<file path="src/design/lane_sync_defines.vh">
// named constants for the serdes lane sync and word mux block
`ifndef LANE_SYNC_DEFINES_VH
`define LANE_SYNC_DEFINES_VH

`define CHAR_W             10
`define COMMA_LEN          7
`define COMMA_POS          7'h7C
`define COMMA_NEG          7'h03
`define K28_1              8'h3C
`define K28_5              8'hBC
`define K28_7              8'hFC
`define IDLE_B1            8'h95
`define IDLE_B2            8'hB5
`define IDLE_B3            8'hB5
`define FC_IDLE_NEEDED     2'h3
`define FC_BAD_LIMIT       3'h4
`define XA_COMMA_NEEDED    2'h3
`define XA_GOOD_NEEDED     2'h3
`define XA_BAD_LIMIT       3'h4
`define COMMA_TIMEOUT      32'h00001000
`define ST_FAIL            2'h0
`define ST_OK              2'h1
`define ST_OK_NOC          2'h2
`define SLOT_LAST          2'h3
`define PHASE_INIT         8'hE4

`define ADDR_CTRL          4'h0
`define ADDR_STATUS        4'h4
`define CTRL_RESET         6'h00
`define CTRL_ALIGN_BIT     0
`define CTRL_REALIGN_BIT   1
`define CTRL_DECODE_BIT    2
`define CTRL_SEL_LSB       4
`define RESP_OKAY          2'h0
`define RESP_SLVERR        2'h2

`endif

</file>
<file path="src/design/serdes_lane_sync_and_word_mux.v">
// lane comma alignment, link sync machines, tx 4:1 mux and rx 1:4 demux
`timescale 1ns/100ps
`default_nettype none
`include "lane_sync_defines.vh"

module serdes_lane_sync_and_word_mux #(
    parameter [31:0] COMMA_TIMEOUT_CYC = `COMMA_TIMEOUT
) (
    input  wire        aclk,
    input  wire        aresetn,
    input  wire [3:0]  s_axi_awaddr,
    input  wire        s_axi_awvalid,
    output reg         s_axi_awready,
    input  wire [31:0] s_axi_wdata,
    input  wire [3:0]  s_axi_wstrb,
    input  wire        s_axi_wvalid,
    output reg         s_axi_wready,
    output reg  [1:0]  s_axi_bresp,
    output reg         s_axi_bvalid,
    input  wire        s_axi_bready,
    input  wire [3:0]  s_axi_araddr,
    input  wire        s_axi_arvalid,
    output reg         s_axi_arready,
    output reg  [31:0] s_axi_rdata,
    output reg  [1:0]  s_axi_rresp,
    output reg         s_axi_rvalid,
    input  wire        s_axi_rready,
    input  wire [9:0]  serdes_rx_raw,
    output reg  [9:0]  aligned_char,
    output reg         aligned_comma_flag,
    input  wire [9:0]  serdes_rx_char,
    input  wire        rx_code_err,
    output reg         link_word_sync,
    output reg  [1:0]  xaui_sync_status,
    output reg         sync_complete,
    output reg  [31:0] rx_fabric_word,
    output reg  [3:0]  rx_special_char_flags,
    output reg  [3:0]  rx_bit_nine_flags,
    output reg  [3:0]  rx_slot_comma_flags,
    output reg         rx_word_valid,
    input  wire [31:0] tx_fabric_word,
    input  wire [3:0]  tx_byte_ctrl,
    output reg         tx_word_taken,
    output reg  [8:0]  serdes_tx_char,
    output reg         tx_return_clock
);

    function is_comma_char;
        input [9:0] c;
        begin
            is_comma_char = c[8] && (c[7:0] == `K28_1 || c[7:0] == `K28_5
                                     || c[7:0] == `K28_7);
        end
    endfunction

    function is_comma_bits;
        input [6:0] b;
        begin
            is_comma_bits = (b == `COMMA_POS) || (b == `COMMA_NEG);
        end
    endfunction

    function [7:0] idle_byte;
        input [1:0] pos;
        begin
            if (pos == 2'h1) begin
                idle_byte = `IDLE_B1;
            end else if (pos == 2'h2) begin
                idle_byte = `IDLE_B2;
            end else begin
                idle_byte = `IDLE_B3;
            end
        end
    endfunction

    // register bus
    reg  [5:0]  ctrl_reg;
    reg  [3:0]  awaddr_reg;
    reg         aw_held_reg;
    reg  [31:0] wdata_reg;
    reg         w_held_reg;
    reg         wstb_reg;
    wire        align_en   = ctrl_reg[`CTRL_ALIGN_BIT];
    wire        realign_en = ctrl_reg[`CTRL_REALIGN_BIT];
    wire        decode_en  = ctrl_reg[`CTRL_DECODE_BIT];
    wire [1:0]  clk_sel    = ctrl_reg[`CTRL_SEL_LSB+1:`CTRL_SEL_LSB];
    wire        aw_ok      = aw_held_reg | (s_axi_awvalid & s_axi_awready);
    wire        w_ok       = w_held_reg | (s_axi_wvalid & s_axi_wready);
    wire [3:0]  wr_addr    = aw_held_reg ? awaddr_reg : s_axi_awaddr;
    wire [31:0] wr_data    = w_held_reg ? wdata_reg : s_axi_wdata;
    wire        wr_fire    = aw_ok & w_ok & ~s_axi_bvalid;

    always @(posedge aclk) begin
        if (!aresetn) begin
            ctrl_reg      <= `CTRL_RESET;
            awaddr_reg    <= 4'h0;
            aw_held_reg   <= 1'b0;
            wdata_reg     <= 32'h00000000;
            w_held_reg    <= 1'b0;
            s_axi_awready <= 1'b0;
            s_axi_wready  <= 1'b0;
            s_axi_bvalid  <= 1'b0;
            s_axi_bresp   <= `RESP_OKAY;
            s_axi_arready <= 1'b0;
            s_axi_rvalid  <= 1'b0;
            s_axi_rdata   <= 32'h00000000;
            s_axi_rresp   <= `RESP_OKAY;
        end else begin
            s_axi_awready <= ~aw_ok & ~s_axi_awready & ~s_axi_bvalid;
            s_axi_wready  <= ~w_ok & ~s_axi_wready & ~s_axi_bvalid;
            if (s_axi_awvalid & s_axi_awready) begin
                awaddr_reg <= s_axi_awaddr;
            end
            if (s_axi_wvalid & s_axi_wready) begin
                wdata_reg <= s_axi_wdata;
                wstb_reg  <= s_axi_wstrb[0];
            end
            if (wr_fire) begin
                aw_held_reg  <= 1'b0;
                w_held_reg   <= 1'b0;
                s_axi_bvalid <= 1'b1;
                if (wr_addr == `ADDR_CTRL) begin
                    if (w_held_reg ? wstb_reg : s_axi_wstrb[0]) begin
                        ctrl_reg <= wr_data[5:0];
                    end
                    s_axi_bresp <= `RESP_OKAY;
                end else if (wr_addr == `ADDR_STATUS) begin
                    s_axi_bresp <= `RESP_OKAY;
                end else begin
                    s_axi_bresp <= `RESP_SLVERR;
                end
            end else begin
                aw_held_reg <= aw_ok;
                w_held_reg  <= w_ok;
                if (s_axi_bvalid & s_axi_bready) begin
                    s_axi_bvalid <= 1'b0;
                end
            end
            s_axi_arready <= ~s_axi_arready & ~s_axi_rvalid & s_axi_arvalid;
            if (s_axi_arvalid & s_axi_arready) begin
                s_axi_rvalid <= 1'b1;
                if (s_axi_araddr == `ADDR_CTRL) begin
                    s_axi_rdata <= {26'h0000000, ctrl_reg};
                    s_axi_rresp <= `RESP_OKAY;
                end else if (s_axi_araddr == `ADDR_STATUS) begin
                    s_axi_rdata <= {27'h0000000, sync_complete, xaui_sync_status,
                                    aligned_comma_flag, link_word_sync};
                    s_axi_rresp <= `RESP_OKAY;
                end else begin
                    s_axi_rdata <= 32'h00000000;
                    s_axi_rresp <= `RESP_SLVERR;
                end
            end else if (s_axi_rvalid & s_axi_rready) begin
                s_axi_rvalid <= 1'b0;
            end
        end
    end

    // comma byte alignment
    reg  [9:0]  raw_d_reg;
    reg  [3:0]  shift_reg;
    reg  [3:0]  shift_next;
    wire [19:0] hist = {serdes_rx_raw, raw_d_reg};
    wire [9:0]  hit;
    wire [9:0]  aligned_next = hist[shift_next +: 10];
    integer k;

    genvar g;
    generate
        for (g = 0; g < 10; g = g + 1) begin : gen_hit
            assign hit[g] = is_comma_bits(hist[g +: `COMMA_LEN]);
        end
    endgenerate

    always @* begin
        shift_next = shift_reg;
        if (align_en && realign_en) begin
            for (k = 9; k >= 0; k = k - 1) begin
                if (hit[k]) begin
                    shift_next = k[3:0];
                end
            end
        end
    end

    always @(posedge aclk) begin
        if (!aresetn) begin
            raw_d_reg          <= 10'h000;
            shift_reg          <= 4'h0;
            aligned_char       <= 10'h000;
            aligned_comma_flag <= 1'b0;
        end else begin
            raw_d_reg          <= serdes_rx_raw;
            shift_reg          <= shift_next;
            aligned_char       <= aligned_next;
            aligned_comma_flag <= align_en & is_comma_bits(aligned_next[6:0]);
        end
    end

    // fibre-channel link machine
    localparam FC_LOS  = 1'b0;
    localparam FC_SYNC = 1'b1;
    reg        fc_state_reg;
    reg  [1:0] fc_pos_reg;
    reg  [1:0] fc_idles_reg;
    reg  [2:0] fc_bad_reg;
    reg        fc_good_reg;
    wire       rx_comma  = is_comma_char(serdes_rx_char) & decode_en;
    wire       rx_is_k   = serdes_rx_char[8] & decode_en;

    always @(posedge aclk) begin
        if (!aresetn || !decode_en) begin
            fc_state_reg   <= FC_LOS;
            fc_pos_reg     <= 2'h0;
            fc_idles_reg   <= 2'h0;
            fc_bad_reg     <= 3'h0;
            fc_good_reg    <= 1'b0;
            link_word_sync <= 1'b0;
        end else begin
            case (fc_state_reg)
                FC_LOS: begin
                    if (rx_code_err || (rx_comma && fc_pos_reg != 2'h0)) begin
                        fc_pos_reg   <= 2'h0;
                        fc_idles_reg <= 2'h0;
                    end else if (rx_comma) begin
                        fc_pos_reg <= 2'h1;
                    end else if (fc_pos_reg != 2'h0) begin
                        if (rx_is_k || serdes_rx_char[7:0] != idle_byte(fc_pos_reg)) begin
                            fc_pos_reg   <= 2'h0;
                            fc_idles_reg <= 2'h0;
                        end else if (fc_pos_reg == `SLOT_LAST) begin
                            fc_pos_reg <= 2'h0;
                            if (fc_idles_reg == `FC_IDLE_NEEDED - 2'h1) begin
                                fc_state_reg   <= FC_SYNC;
                                link_word_sync <= 1'b1;
                                fc_idles_reg   <= 2'h0;
                                fc_bad_reg     <= 3'h0;
                                fc_good_reg    <= 1'b0;
                            end else begin
                                fc_idles_reg <= fc_idles_reg + 2'h1;
                            end
                        end else begin
                            fc_pos_reg <= fc_pos_reg + 2'h1;
                        end
                    end
                end
                default: begin
                    if (rx_code_err) begin
                        fc_good_reg <= 1'b0;
                        if (fc_bad_reg == `FC_BAD_LIMIT - 3'h1) begin
                            fc_state_reg   <= FC_LOS;
                            link_word_sync <= 1'b0;
                            fc_bad_reg     <= 3'h0;
                        end else begin
                            fc_bad_reg <= fc_bad_reg + 3'h1;
                        end
                    end else if (fc_bad_reg != 3'h0) begin
                        fc_good_reg <= ~fc_good_reg;
                        if (fc_good_reg) begin
                            fc_bad_reg <= fc_bad_reg - 3'h1;
                        end
                    end
                end
            endcase
        end
    end

    // xaui lane sync machine
    localparam XA_FAIL = 1'b0;
    localparam XA_SYNC = 1'b1;
    reg        xa_state_reg;
    reg  [1:0] xa_commas_reg;
    reg  [2:0] xa_bad_reg;
    reg  [1:0] good_group_count;
    reg  [31:0] comma_timer_reg;
    wire       no_comma = (comma_timer_reg >= COMMA_TIMEOUT_CYC - 32'h1);

    always @(posedge aclk) begin
        if (!aresetn || !decode_en) begin
            xa_state_reg     <= XA_FAIL;
            xa_commas_reg    <= 2'h0;
            xa_bad_reg       <= 3'h0;
            good_group_count <= 2'h0;
            comma_timer_reg  <= 32'h0;
            sync_complete    <= 1'b0;
            xaui_sync_status <= `ST_FAIL;
        end else begin
            if (rx_comma && !rx_code_err) begin
                comma_timer_reg <= 32'h0;
            end else if (!no_comma) begin
                comma_timer_reg <= comma_timer_reg + 32'h1;
            end
            case (xa_state_reg)
                XA_FAIL: begin
                    xaui_sync_status <= `ST_FAIL;
                    sync_complete    <= 1'b0;
                    if (rx_code_err) begin
                        xa_commas_reg <= 2'h0;
                    end else if (rx_comma) begin
                        if (xa_commas_reg == `XA_COMMA_NEEDED - 2'h1) begin
                            xa_state_reg     <= XA_SYNC;
                            xa_commas_reg    <= 2'h0;
                            xa_bad_reg       <= 3'h0;
                            good_group_count <= 2'h0;
                            sync_complete    <= 1'b1;
                            xaui_sync_status <= `ST_OK;
                        end else begin
                            xa_commas_reg <= xa_commas_reg + 2'h1;
                        end
                    end
                end
                default: begin
                    xaui_sync_status <= no_comma ? `ST_OK_NOC : `ST_OK;
                    if (rx_code_err) begin
                        good_group_count <= 2'h0;
                        if (xa_bad_reg == `XA_BAD_LIMIT - 3'h1) begin
                            xa_state_reg     <= XA_FAIL;
                            sync_complete    <= 1'b0;
                            xaui_sync_status <= `ST_FAIL;
                            xa_bad_reg       <= 3'h0;
                        end else begin
                            xa_bad_reg <= xa_bad_reg + 3'h1;
                        end
                    end else if (xa_bad_reg != 3'h0) begin
                        if (good_group_count == `XA_GOOD_NEEDED - 2'h1) begin
                            good_group_count <= 2'h0;
                            xa_bad_reg       <= xa_bad_reg - 3'h1;
                        end else begin
                            good_group_count <= good_group_count + 2'h1;
                        end
                    end
                end
            endcase
        end
    end

    // receive 1:4 demux
    reg  [1:0]  rx_slot_reg;
    reg  [31:0] rx_acc_reg;
    reg  [3:0]  rx_b8_reg;
    reg  [3:0]  rx_b9_reg;
    reg  [3:0]  rx_cm_reg;
    wire        link_sync = link_word_sync | sync_complete;
    wire        restart   = link_sync & rx_comma & (rx_slot_reg != 2'h0);
    wire [1:0]  slot      = restart ? 2'h0 : rx_slot_reg;

    always @(posedge aclk) begin
        if (!aresetn) begin
            rx_slot_reg           <= 2'h0;
            rx_acc_reg            <= 32'h00000000;
            rx_b8_reg             <= 4'h0;
            rx_b9_reg             <= 4'h0;
            rx_cm_reg             <= 4'h0;
            rx_fabric_word        <= 32'h00000000;
            rx_special_char_flags <= 4'h0;
            rx_bit_nine_flags     <= 4'h0;
            rx_slot_comma_flags   <= 4'h0;
            rx_word_valid         <= 1'b0;
        end else begin
            rx_slot_reg <= slot + 2'h1;
            rx_acc_reg[slot*8 +: 8] <= serdes_rx_char[7:0];
            rx_b8_reg[slot] <= serdes_rx_char[8];
            rx_b9_reg[slot] <= serdes_rx_char[9];
            rx_cm_reg[slot] <= rx_comma & link_sync;
            rx_word_valid <= (slot == `SLOT_LAST);
            if (slot == `SLOT_LAST) begin
                rx_fabric_word        <= {serdes_rx_char[7:0], rx_acc_reg[23:0]};
                rx_special_char_flags <= {serdes_rx_char[8], rx_b8_reg[2:0]};
                rx_bit_nine_flags     <= {serdes_rx_char[9], rx_b9_reg[2:0]};
                rx_slot_comma_flags   <= {rx_comma & link_sync, rx_cm_reg[2:0]};
            end
        end
    end

    // transmit 4:1 mux and returned clock
    reg  [1:0]  ch_phase_reg [0:3];
    reg  [31:0] tx_word_reg;
    reg  [3:0]  tx_ctrl_reg;
    wire [1:0]  sel_phase = ch_phase_reg[clk_sel];
    localparam [7:0] PH_INIT = `PHASE_INIT;

    generate
        for (g = 0; g < 4; g = g + 1) begin : gen_div
            always @(posedge aclk) begin
                if (!aresetn) begin
                    ch_phase_reg[g] <= PH_INIT[2*g +: 2];
                end else begin
                    ch_phase_reg[g] <= ch_phase_reg[g] + 2'h1;
                end
            end
        end
    endgenerate

    always @(posedge aclk) begin
        if (!aresetn) begin
            tx_word_reg     <= 32'h00000000;
            tx_ctrl_reg     <= 4'h0;
            tx_word_taken   <= 1'b0;
            serdes_tx_char  <= 9'h000;
            tx_return_clock <= 1'b0;
        end else begin
            tx_return_clock <= sel_phase[1];
            tx_word_taken   <= (sel_phase == `SLOT_LAST);
            if (sel_phase == `SLOT_LAST) begin
                tx_word_reg    <= tx_fabric_word;
                tx_ctrl_reg    <= tx_byte_ctrl;
                serdes_tx_char <= {tx_byte_ctrl[0], tx_fabric_word[7:0]};
            end else begin
                serdes_tx_char <= {tx_ctrl_reg[sel_phase + 2'h1],
                                   tx_word_reg[(sel_phase + 2'h1)*8 +: 8]};
            end
        end
    end

endmodule
`default_nettype wire

</file>
<file path="config.mk">
export PLATFORM = sky130hd
export DESIGN_NAME = serdes_lane_sync_and_word_mux
export DESIGN_NICKNAME = d
export VERILOG_FILES = /design/src/design/serdes_lane_sync_and_word_mux.v
export VERILOG_INCLUDE_DIRS = /design/src /design/src/design
export SDC_FILE = /design/constraint.sdc
export NUM_CORES = 1
export LEC_CHECK = 0
export ABC_AREA = 1
export BUFFER_PORTS_ARGS = -buffer_cell sky130_fd_sc_hd__buf_2
export CELL_PAD_IN_SITES_DETAIL_PLACEMENT = 1
export CELL_PAD_IN_SITES_GLOBAL_PLACEMENT = 2
export CORE_MARGIN = 5
export CORE_UTILIZATION = 34
export CTS_BUF_LIST = sky130_fd_sc_hd__clkbuf_4
export CTS_CLUSTER_DIAMETER = 50
export DETAILED_ROUTE_END_ITERATION = 7
export PLACE_DENSITY = 0.94
export SLEW_MARGIN = 10
export SYNTH_ARGS = -nofsm -noshare
export SYNTH_HDL_FRONTEND = slang
export SYNTH_SLANG_ARGS = --single-unit
</file>
<file path="constraint.sdc">
create_clock -name aclk -period 3.8 [get_ports aclk]
set_input_delay 0.57 -clock aclk [delete_from_list [all_inputs] [get_ports aclk]]
set_output_delay 0.57 -clock aclk [all_outputs]
set_load 0.005 [all_outputs]
</file>
==> impl_summary.log, run 1 <==
[metrics] count of endpoints failing hold in the final timing report: 0
[metrics] total wirelength of the detailed-routed design: 32100 um
[metrics] met2 global-route usage: 31.4%
[metrics] busiest layer in global routing: met2
[metrics] Critical Path Start Type: register
[metrics] Vert. Die Dim: 186 um
[metrics] initial core utilization: 34.5%
[metrics] Final period util: 79.5%
[metrics] number of distinct library cell variants in the gate-level netlist after synthesis: 51
[metrics] Netlist Area Pre-Place: 10600 um^2
[metrics] Residual DRC: 0
[metrics] Post-Synthesis Cells: 1447
[metrics] relative slew slack: 50.5%
[metrics] wire per inst: 15.5 um
[metrics] Gates resized, CTS repair: 0
[metrics] average cell area after synthesis: 7.30 um^2
[metrics] placer's final routability congestion estimate: 0.856
[metrics] areal power density over the cells: 457 nW/um^2
[metrics] count of H-tree levels built during CTS: 3
[metrics] io pins: 220
[metrics] number of enable-type register cells in the synthesized netlist: 1
[metrics] Worst Path Class, Setup: register to register
[metrics] number of nets still failing antenna checks after routing: 0
[metrics] share of power burned in registers: 47.8%
[metrics] number of storage elements in the synthesis netlist: 239
[metrics] count of buffers added by post-CTS timing repair for setup: 0
[metrics] class of the tightest hold or removal check: primary input to register
[metrics] First DRT Iteration DRCs: 415
[metrics] Final Slew Violations: 0
[metrics] worst-case register-to-register setup slack: 0.78 ns
[metrics] TritonCTS clock tree: yes
[metrics] met3 routing resource usage after global routing: 4.22%
[metrics] overall via count from detail_route: 10100
[metrics] row cnt: 64
[metrics] total global-route track usage: 18.3%
[metrics] Layout Skew: 0.0709 ns
[metrics] Worst Path Required: 4.36 ns
[metrics] worst-skew pair later-pin latency: 0.68 ns
[metrics] pin count of the biggest net entering global routing: 76
[metrics] final-layout setup total negative slack: 0 ns
[metrics] Sw Ratio: 27.5%
[metrics] clk root buf: clkbuf_4
[metrics] Lkg Pwr: 5.72 nW
[metrics] layout cells sized above 1: 18.7%
[metrics] Fin Hold WS: 0.106 ns
[metrics] placed wire-length estimate after detailed placement: 22800 um
[metrics] data arrival time of the critical path: 3.58 ns
[metrics] worst-case clock buffer depth: 3
[metrics] sequential share of the synthesized area: 45.4%
[metrics] fmax: 331 MHz
[metrics] share of power burned in the clock network: 42.8%
[metrics] NetSw: 1.56 mW
[metrics] critical path fanouts, max: 22
[metrics] drt via density: 4.88
[metrics] async set-reset flop share out of synthesis: 0%
[metrics] Die Span X: 186 um
[metrics] internal power: 4.12 mW
[metrics] number of buffers inserted during clock tree synthesis: 71
[metrics] placeable core area: 30600 um^2
[metrics] Filler cells: 3931
[metrics] final setup violation count: 0
[metrics] worst slew pin tran: 0.737 ns
[metrics] global-route wire length before repair: 52200 um
[metrics] minimum clock period after layout: 3.02 ns
[metrics] number of warnings issued by yosys: 0
[metrics] vias in the first global route: 10600
[metrics] final global-route overflow total: 0
[metrics] filler-free cell count of the finished design: 2071
[metrics] number of input and output port buffers inserted: 162
[metrics] Placed Cells incl. Taps: 1947
[metrics] maximum resistive drop on vdd: 0.204 mV
[metrics] kind of capture point of the worst setup path: register
[metrics] number of antenna violations at the first check in global routing: 2
[metrics] number of detailed-route iterations in the first pass: 6
[metrics] design area: 12400 um^2
[metrics] clock tree sinks: 239
[metrics] Reg clk slew, reported paths: 0.06 ns
[metrics] Post-DP Area: 11500 um^2
[metrics] unrepaired setup endpoints after global routing: no
[metrics] number of max-cap violations: 0
[metrics] count of hold-fix buffers inserted at cts: 0
[metrics] met1 GRT Util: 22.6%
[metrics] area added between synthesis and finish: 17.7%
[metrics] run status: complete, no violations
[metrics] full die area: 34700 um^2
[metrics] share of power burned in combinational logic: 9.4%
[metrics] total number of nets in the final design: 1747
[metrics] primary flip-flop cell chosen by synthesis mapping: dfxtp_1
## routing by layer
layer  routed length, um  vias up
met1               14200     4779
met3                1590       63
li1                    -     5080
met2               15600      192
met4                 718        2
met5                  13        -
## metrics by stage
step / power (mW) / worst slack (ns) / utilization, %
5_1_grt: 6.02 / 0.368 / 40.6
4_1_cts: 5.80 / 0.759 / 40.6
2_1_floorplan: 3.09 / 1.01 / -
3_5_place_dp: 3.30 / 0.388 / 37.7
6_report: 5.67 / 0.779 / 40.6
3_3_place_gp: 3.28 / 0.526 / 37.7
## path summary, 6_finish.rpt
kind                                 startpoint                             to  depth (start not counted)
hold / removal               tx_fabric_word[10]   tx_word_reg[10]$_SDFFE_PN0P_                          3
setup reg to reg        raw_d_reg[9]$_SDFF_PN0_  aligned_comma_flag$_SDFF_PN0_                         26
hold reg to reg   ch_phase_reg[3][0]$_SDFF_PN1_  ch_phase_reg[3][0]$_SDFF_PN1_                          1
setup / recovery        raw_d_reg[9]$_SDFF_PN0_  aligned_comma_flag$_SDFF_PN0_                         26
## worst max-delay path, stage by stage (launching register included)
cell and delay, ns:
dfxtp_1 0.61, inv_1 0.11, nand2_1 0.08, nor2_1 0.04
nand2_1 0.06, nand3_1 0.07, nand2_1 0.06, nand2_1 0.04
nand2_1 0.07, nand2_1 0.05, nand2_1 0.05, nand2_1 0.05
nand2_1 0.07, nand2_2 0.06, nand2_4 0.21, nand2_4 0.21
nand2_1 0.13, nand3_1 0.11, nand2_1 0.10, nand2_1 0.07
nand2_1 0.15, nand2_1 0.06, nand2_1 0.09, nand2_1 0.06
nor2_1 0.08, nand2_1 0.07, a21oi_2 0.12
## final cells by class
class / instances / area, um^2 / area share [%]
Tap cell: 396 / 495 / 3.99
Multi-Input combinational cell: 971 / 4690 / 37.8
Antenna cell: 1 / 2.50 / 0.0201
Timing Repair Buffer: 176 / 931 / 7.49
Clock inverter: 23 / 139 / 1.12
Sequential cell: 239 / 4790 / 38.6
Inverter: 165 / 622 / 5.00
Clock buffer: 100 / 751 / 6.04
## cell usage in the layout, fill, tap and decap left out, types with 20 or more instances in the layout
cell | synthesis | layout
nand2_1 | 165 | 165
clkbuf_4 | 0 | 100
a21oi_1 | 81 | 81
nor2_1 | 254 | 254
nor3_1 | 24 | 24
inv_1 | 154 | 154
clkinv_1 | 4 | 20
o21ai_0 | 155 | 155
buf_2 | 1 | 161
dfxtp_1 | 238 | 238
nand3_1 | 139 | 139
conb_1 | 1 | 28
## synthesized netlist by cell type (3+ instances only)
master	count	area [um^2]
ha_1	15	188
nor4_1	9	56.3
nand4_1	6	37.5
nand2_2	4	25.0
clkinv_1	4	15.0
nor3_1	24	120
nand3_1	139	696
nand2_1	165	619
dfxtp_1	238	4760
buf_4	34	255
a32oi_1	3	26.3
a21oi_1	81	405
and2_1	3	18.8
o21ai_0	155	776
buf_1	4	15.0
inv_1	154	578
buf_6	7	78.8
o21ai_1	4	20.0
a31oi_1	15	93.8
o22ai_1	10	62.6
nand3_2	5	50.1
nor2_1	254	953
xnor2_1	3	26.3
inv_2	6	22.5
o31ai_1	3	22.5
clkbuf_1	53	199
a211oi_1	19	143
## power groups by stage
| stage | sequential [mW] | combinational, mW | clock (mW) |
|---|---|---|---|
| finish | 2.71 | 0.533 | 2.43 |
| detailed placement | 2.76 | 0.536 | 0 |
| global route | 2.72 | 0.605 | 2.69 |
| floorplan | 2.74 | 0.343 | 0 |
| CTS | 2.71 | 0.540 | 2.55 |
| global placement | 2.76 | 0.521 | 0 |
## logic make-up after synthesis
family,share of synthesized area [%]
buffers and inverters,11.1
other,0.0355
adder cells (fa/ha/maj),1.78
AO/OA/AOI/OAI,16.2
flip-flops,45.4
multiplexers,0.0948
AND/OR/NAND/NOR,25.0
XOR/XNOR,0.332
Power figures use the tool's default switching activity.
==> run 2: changes to the inputs <==
--- a/config.mk
+++ b/config.mk
@@ -11,11 +11,11 @@
 export CELL_PAD_IN_SITES_DETAIL_PLACEMENT = 1
 export CELL_PAD_IN_SITES_GLOBAL_PLACEMENT = 2
 export CORE_MARGIN = 5
-export CORE_UTILIZATION = 34
+export CORE_UTILIZATION = 28
 export CTS_BUF_LIST = sky130_fd_sc_hd__clkbuf_4
 export CTS_CLUSTER_DIAMETER = 50
 export DETAILED_ROUTE_END_ITERATION = 7
-export PLACE_DENSITY = 0.94
+export PLACE_DENSITY = 0.84
 export SLEW_MARGIN = 10
 export SYNTH_ARGS = -nofsm -noshare
 export SYNTH_HDL_FRONTEND = slang
==> constraint.sdc (replaced) <==
create_clock -name aclk -period 2.6 [get_ports aclk]
set_input_delay 0.39 -clock aclk [delete_from_list [all_inputs] [get_ports aclk]]
set_output_delay 0.39 -clock aclk [all_outputs]
set_load 0.005 [all_outputs]
==> run 2 against run 1 <==
Against the previous run: the flow now finishes with violations (setup timing); power rose by 51%; register-to-register slack got worse by 0.79 ns; worst hold slack improved by 0.017 ns; sequential cell count did not move; global-route usage fell by 1.4 points; critical path depth fell by 4; clock skew fell by 0.022 ns; routed wire length rose by 14%; clock-buffer cell count rose by 10; combinational power rose by 85%; critical path type unchanged; largest power group unchanged.
==> impl_summary.log, run 2 (synthesis results as in run 1) <==
[metrics] io pins: 220
[metrics] count of endpoints failing hold in the final timing report: 0
[metrics] filler-free cell count of the finished design: 2342
[metrics] relative slew slack: 44.7%
[metrics] Die Span X: 204 um
[metrics] layout cells sized above 1: 27.1%
[metrics] failing checks: setup timing
[metrics] initial core utilization: 28.2%
[metrics] row cnt: 71
[metrics] Lkg Pwr: 6.59 nW
[metrics] wire per inst: 15.6 um
[metrics] Worst Path Required: 3.26 ns
[metrics] longest individual stage delay on the worst path: 0.40 ns
[metrics] fmax: 383 MHz
[metrics] number of nets still failing antenna checks after routing: 0
[metrics] Worst Path Class, Setup: register to register
[metrics] placed wire-length estimate after detailed placement: 24900 um
[metrics] most common cell after layout, fill and taps aside: nor2_1
[metrics] First DRT Iteration DRCs: 414
[metrics] minimum clock period after layout: 2.61 ns
[metrics] TritonCTS clock tree: yes
[metrics] kind of capture point of the worst setup path: register
[metrics] total number of nets in the final design: 1900
[metrics] critical-path cell with the highest stage delay: dfxtp_4
[metrics] pin count of the biggest net entering global routing: 66
[metrics] Layout Skew: 0.0484 ns
[metrics] number of input and output port buffers inserted: 162
[metrics] total power consumption of the routed design: 8.60 mW
[metrics] Setup WS pre-CTS: -0.125 ns
[metrics] CP cell instances: nor2_4, nand2_2, nor3_2, nor2_1, nand2_1, nand2_1, nand2_1, nand2_1, nand2_1, nand2_2, nand2_8, buf_12, nand3_1, nand3_2, nand3_1, nand3_1, nand2_2, inv_2, nand2_1, nor2_1, nand2_1, a21oi_2
[metrics] maximum resistive drop on vdd: 0.324 mV
[metrics] number of max-cap violations: 0
[metrics] final global-route overflow total: 0
[metrics] total global-route track usage: 16.9%
[metrics] share of power burned in registers: 46.0%
[metrics] worst-skew pair later-pin latency: 0.75 ns
[metrics] areal power density over the cells: 595 nW/um^2
[metrics] vias in the first global route: 11300
[metrics] clock tree sinks: 239
[metrics] number of antenna violations at the first check in global routing: 3
[metrics] Filler cells: 4724
[metrics] class of the tightest hold or removal check: primary input to register
[metrics] Hold Crit Start: s_axi_awvalid
[metrics] placeable core area: 37500 um^2
[metrics] Sw Ratio: 27.9%
[metrics] number of detailed-route iterations in the first pass: 4
[metrics] drt via density: 4.67
[metrics] internal power: 6.19 mW
[metrics] launching element of the worst setup path: raw_d_reg[9]$_SDFF_PN0_
[metrics] slack of the critical path: -0.0120 ns
[metrics] Critical Path Start Type: register
[metrics] number of buffers inserted during clock tree synthesis: 72
[metrics] share of power burned in combinational logic: 11.5%
[metrics] Residual DRC: 0
[metrics] Final Slew Violations: 0
[metrics] count of H-tree levels built during CTS: 3
[metrics] area added between synthesis and finish: 36.8%
[metrics] worst-case clock buffer depth: 3
[metrics] clk root buf: clkbuf_4
[metrics] total wirelength of the detailed-routed design: 36600 um
[metrics] Reg clk slew, reported paths: 0.06 ns
[metrics] data arrival time of the critical path: 3.27 ns
[metrics] Final period util: 100%
[metrics] Vert. Die Dim: 204 um
[metrics] critical path fanouts, max: 10
[metrics] worst slew pin tran: 0.827 ns
[metrics] placer's final routability congestion estimate: 0.845
[metrics] overall via count from detail_route: 10900
[metrics] share of power burned in the clock network: 42.5%
[metrics] Placed Cells incl. Taps: 2131
[metrics] run status: complete, but fails checks
[metrics] top library cells by usage in the layout, fill and taps aside: nor2_1, dfxtp_1, buf_2
[metrics] full die area: 41700 um^2
[metrics] NetSw: 2.40 mW
[metrics] global-route wire length before repair: 57400 um
[metrics] final setup violation count: 1
[metrics] cell occurring most often along the worst timing path: nand2_1
[metrics] startpoint of the most critical register-to-register path: raw_d_reg[9]$_SDFF_PN0_
[metrics] unrepaired setup endpoints after global routing: yes
==> run 2: cell types whose count changed in the layout (fill, tap and decap cells not counted), moves of 7 or more <==
cell           change
dlygate4sd3_1     +73
buf_4             +68
nand3_1           -44
nand3_2           +38
nand2_1           -20
nand2_2           +20
clkbuf_4          +10
clkinv_1           -7
inv_1              -7
nor2_1             -7
==> run 2: final cells by class <==
cell class	instances	area, um^2	area share (%)
antenna	2	5.00	0.0346
clock buffer	110	826	5.72
clock inverter	16	80.1	0.554
inverter	165	629	4.36
multi-input combinational	973	5140	35.6
sequential	239	4800	33.2
tap	511	639	4.43
timing repair buffer	325	2320	16.0
timing repair inverter	1	6.26	0.0433
==> run 2: metal layers <==
layer | share of wire [%] | GRT usage [%] | wire length, um
met1 | 42 | 20.1 | 15400
met2 | 49 | 29.1 | 18100
met3 | 5.4 | 4.44 | 1990
met4 | 3.1 | 6.53 | 1140
met5 | 0.035 | 0 | 13
==> run 2: stage by stage <==
step           TNS [ns]  instance area [um^2]  hold WS (ns)  utilization [%]
2_1_floorplan         0                 10700         0.384                -
4_1_cts               0                 13900        0.0191             37.1
5_1_grt          -0.260                 14400         0.120             38.5
3_5_place_dp     -0.936                 12200         0.399             32.7
6_report        -0.0120                 14400         0.123             38.5
3_3_place_gp     -0.121                 12200         0.392             32.7
==> run 2: critical path: cells and delay by family (launching register included) <==
family,cells,cell delay (ns)
simple gates,19,1.81
compound gates,1,0.13
flops,1,0.40
buf+inv,2,0.20
==> run 2: power by group through the flow <==
stage               logic [mW]  registers, mW  clock network, mW
finish                   0.987           3.95               3.65
global placement         0.856           4.02                  0
detailed placement       0.873           4.03                  0
CTS                      0.967           3.95               3.86
global route              1.11           3.97               4.05
floorplan                0.503           4.01                  0
==> run 2: path summary, 6_finish.rpt <==
kind	depth (start not counted)	end	slack, ns
setup / recovery	22	aligned_comma_flag$_SDFF_PN0_	-0.01
hold / removal	4	awaddr_reg[0]$_SDFFE_PN0P_	0.12
setup reg to reg	22	aligned_comma_flag$_SDFF_PN0_	-0.01
hold reg to reg	1	ch_phase_reg[2][0]$_SDFF_PN0_	0.41
==> run 2: timing repair <==
action | CTS | global route
hold endpoints to repair | 94 | 0
setup buffers | 0 | 5
gates cloned | 0 | 6
pin swaps | 0 | 35
gates resized for setup | 5 | 108
endpoints found under the setup margin | 2 | 52
hold buffers | 73 | 0
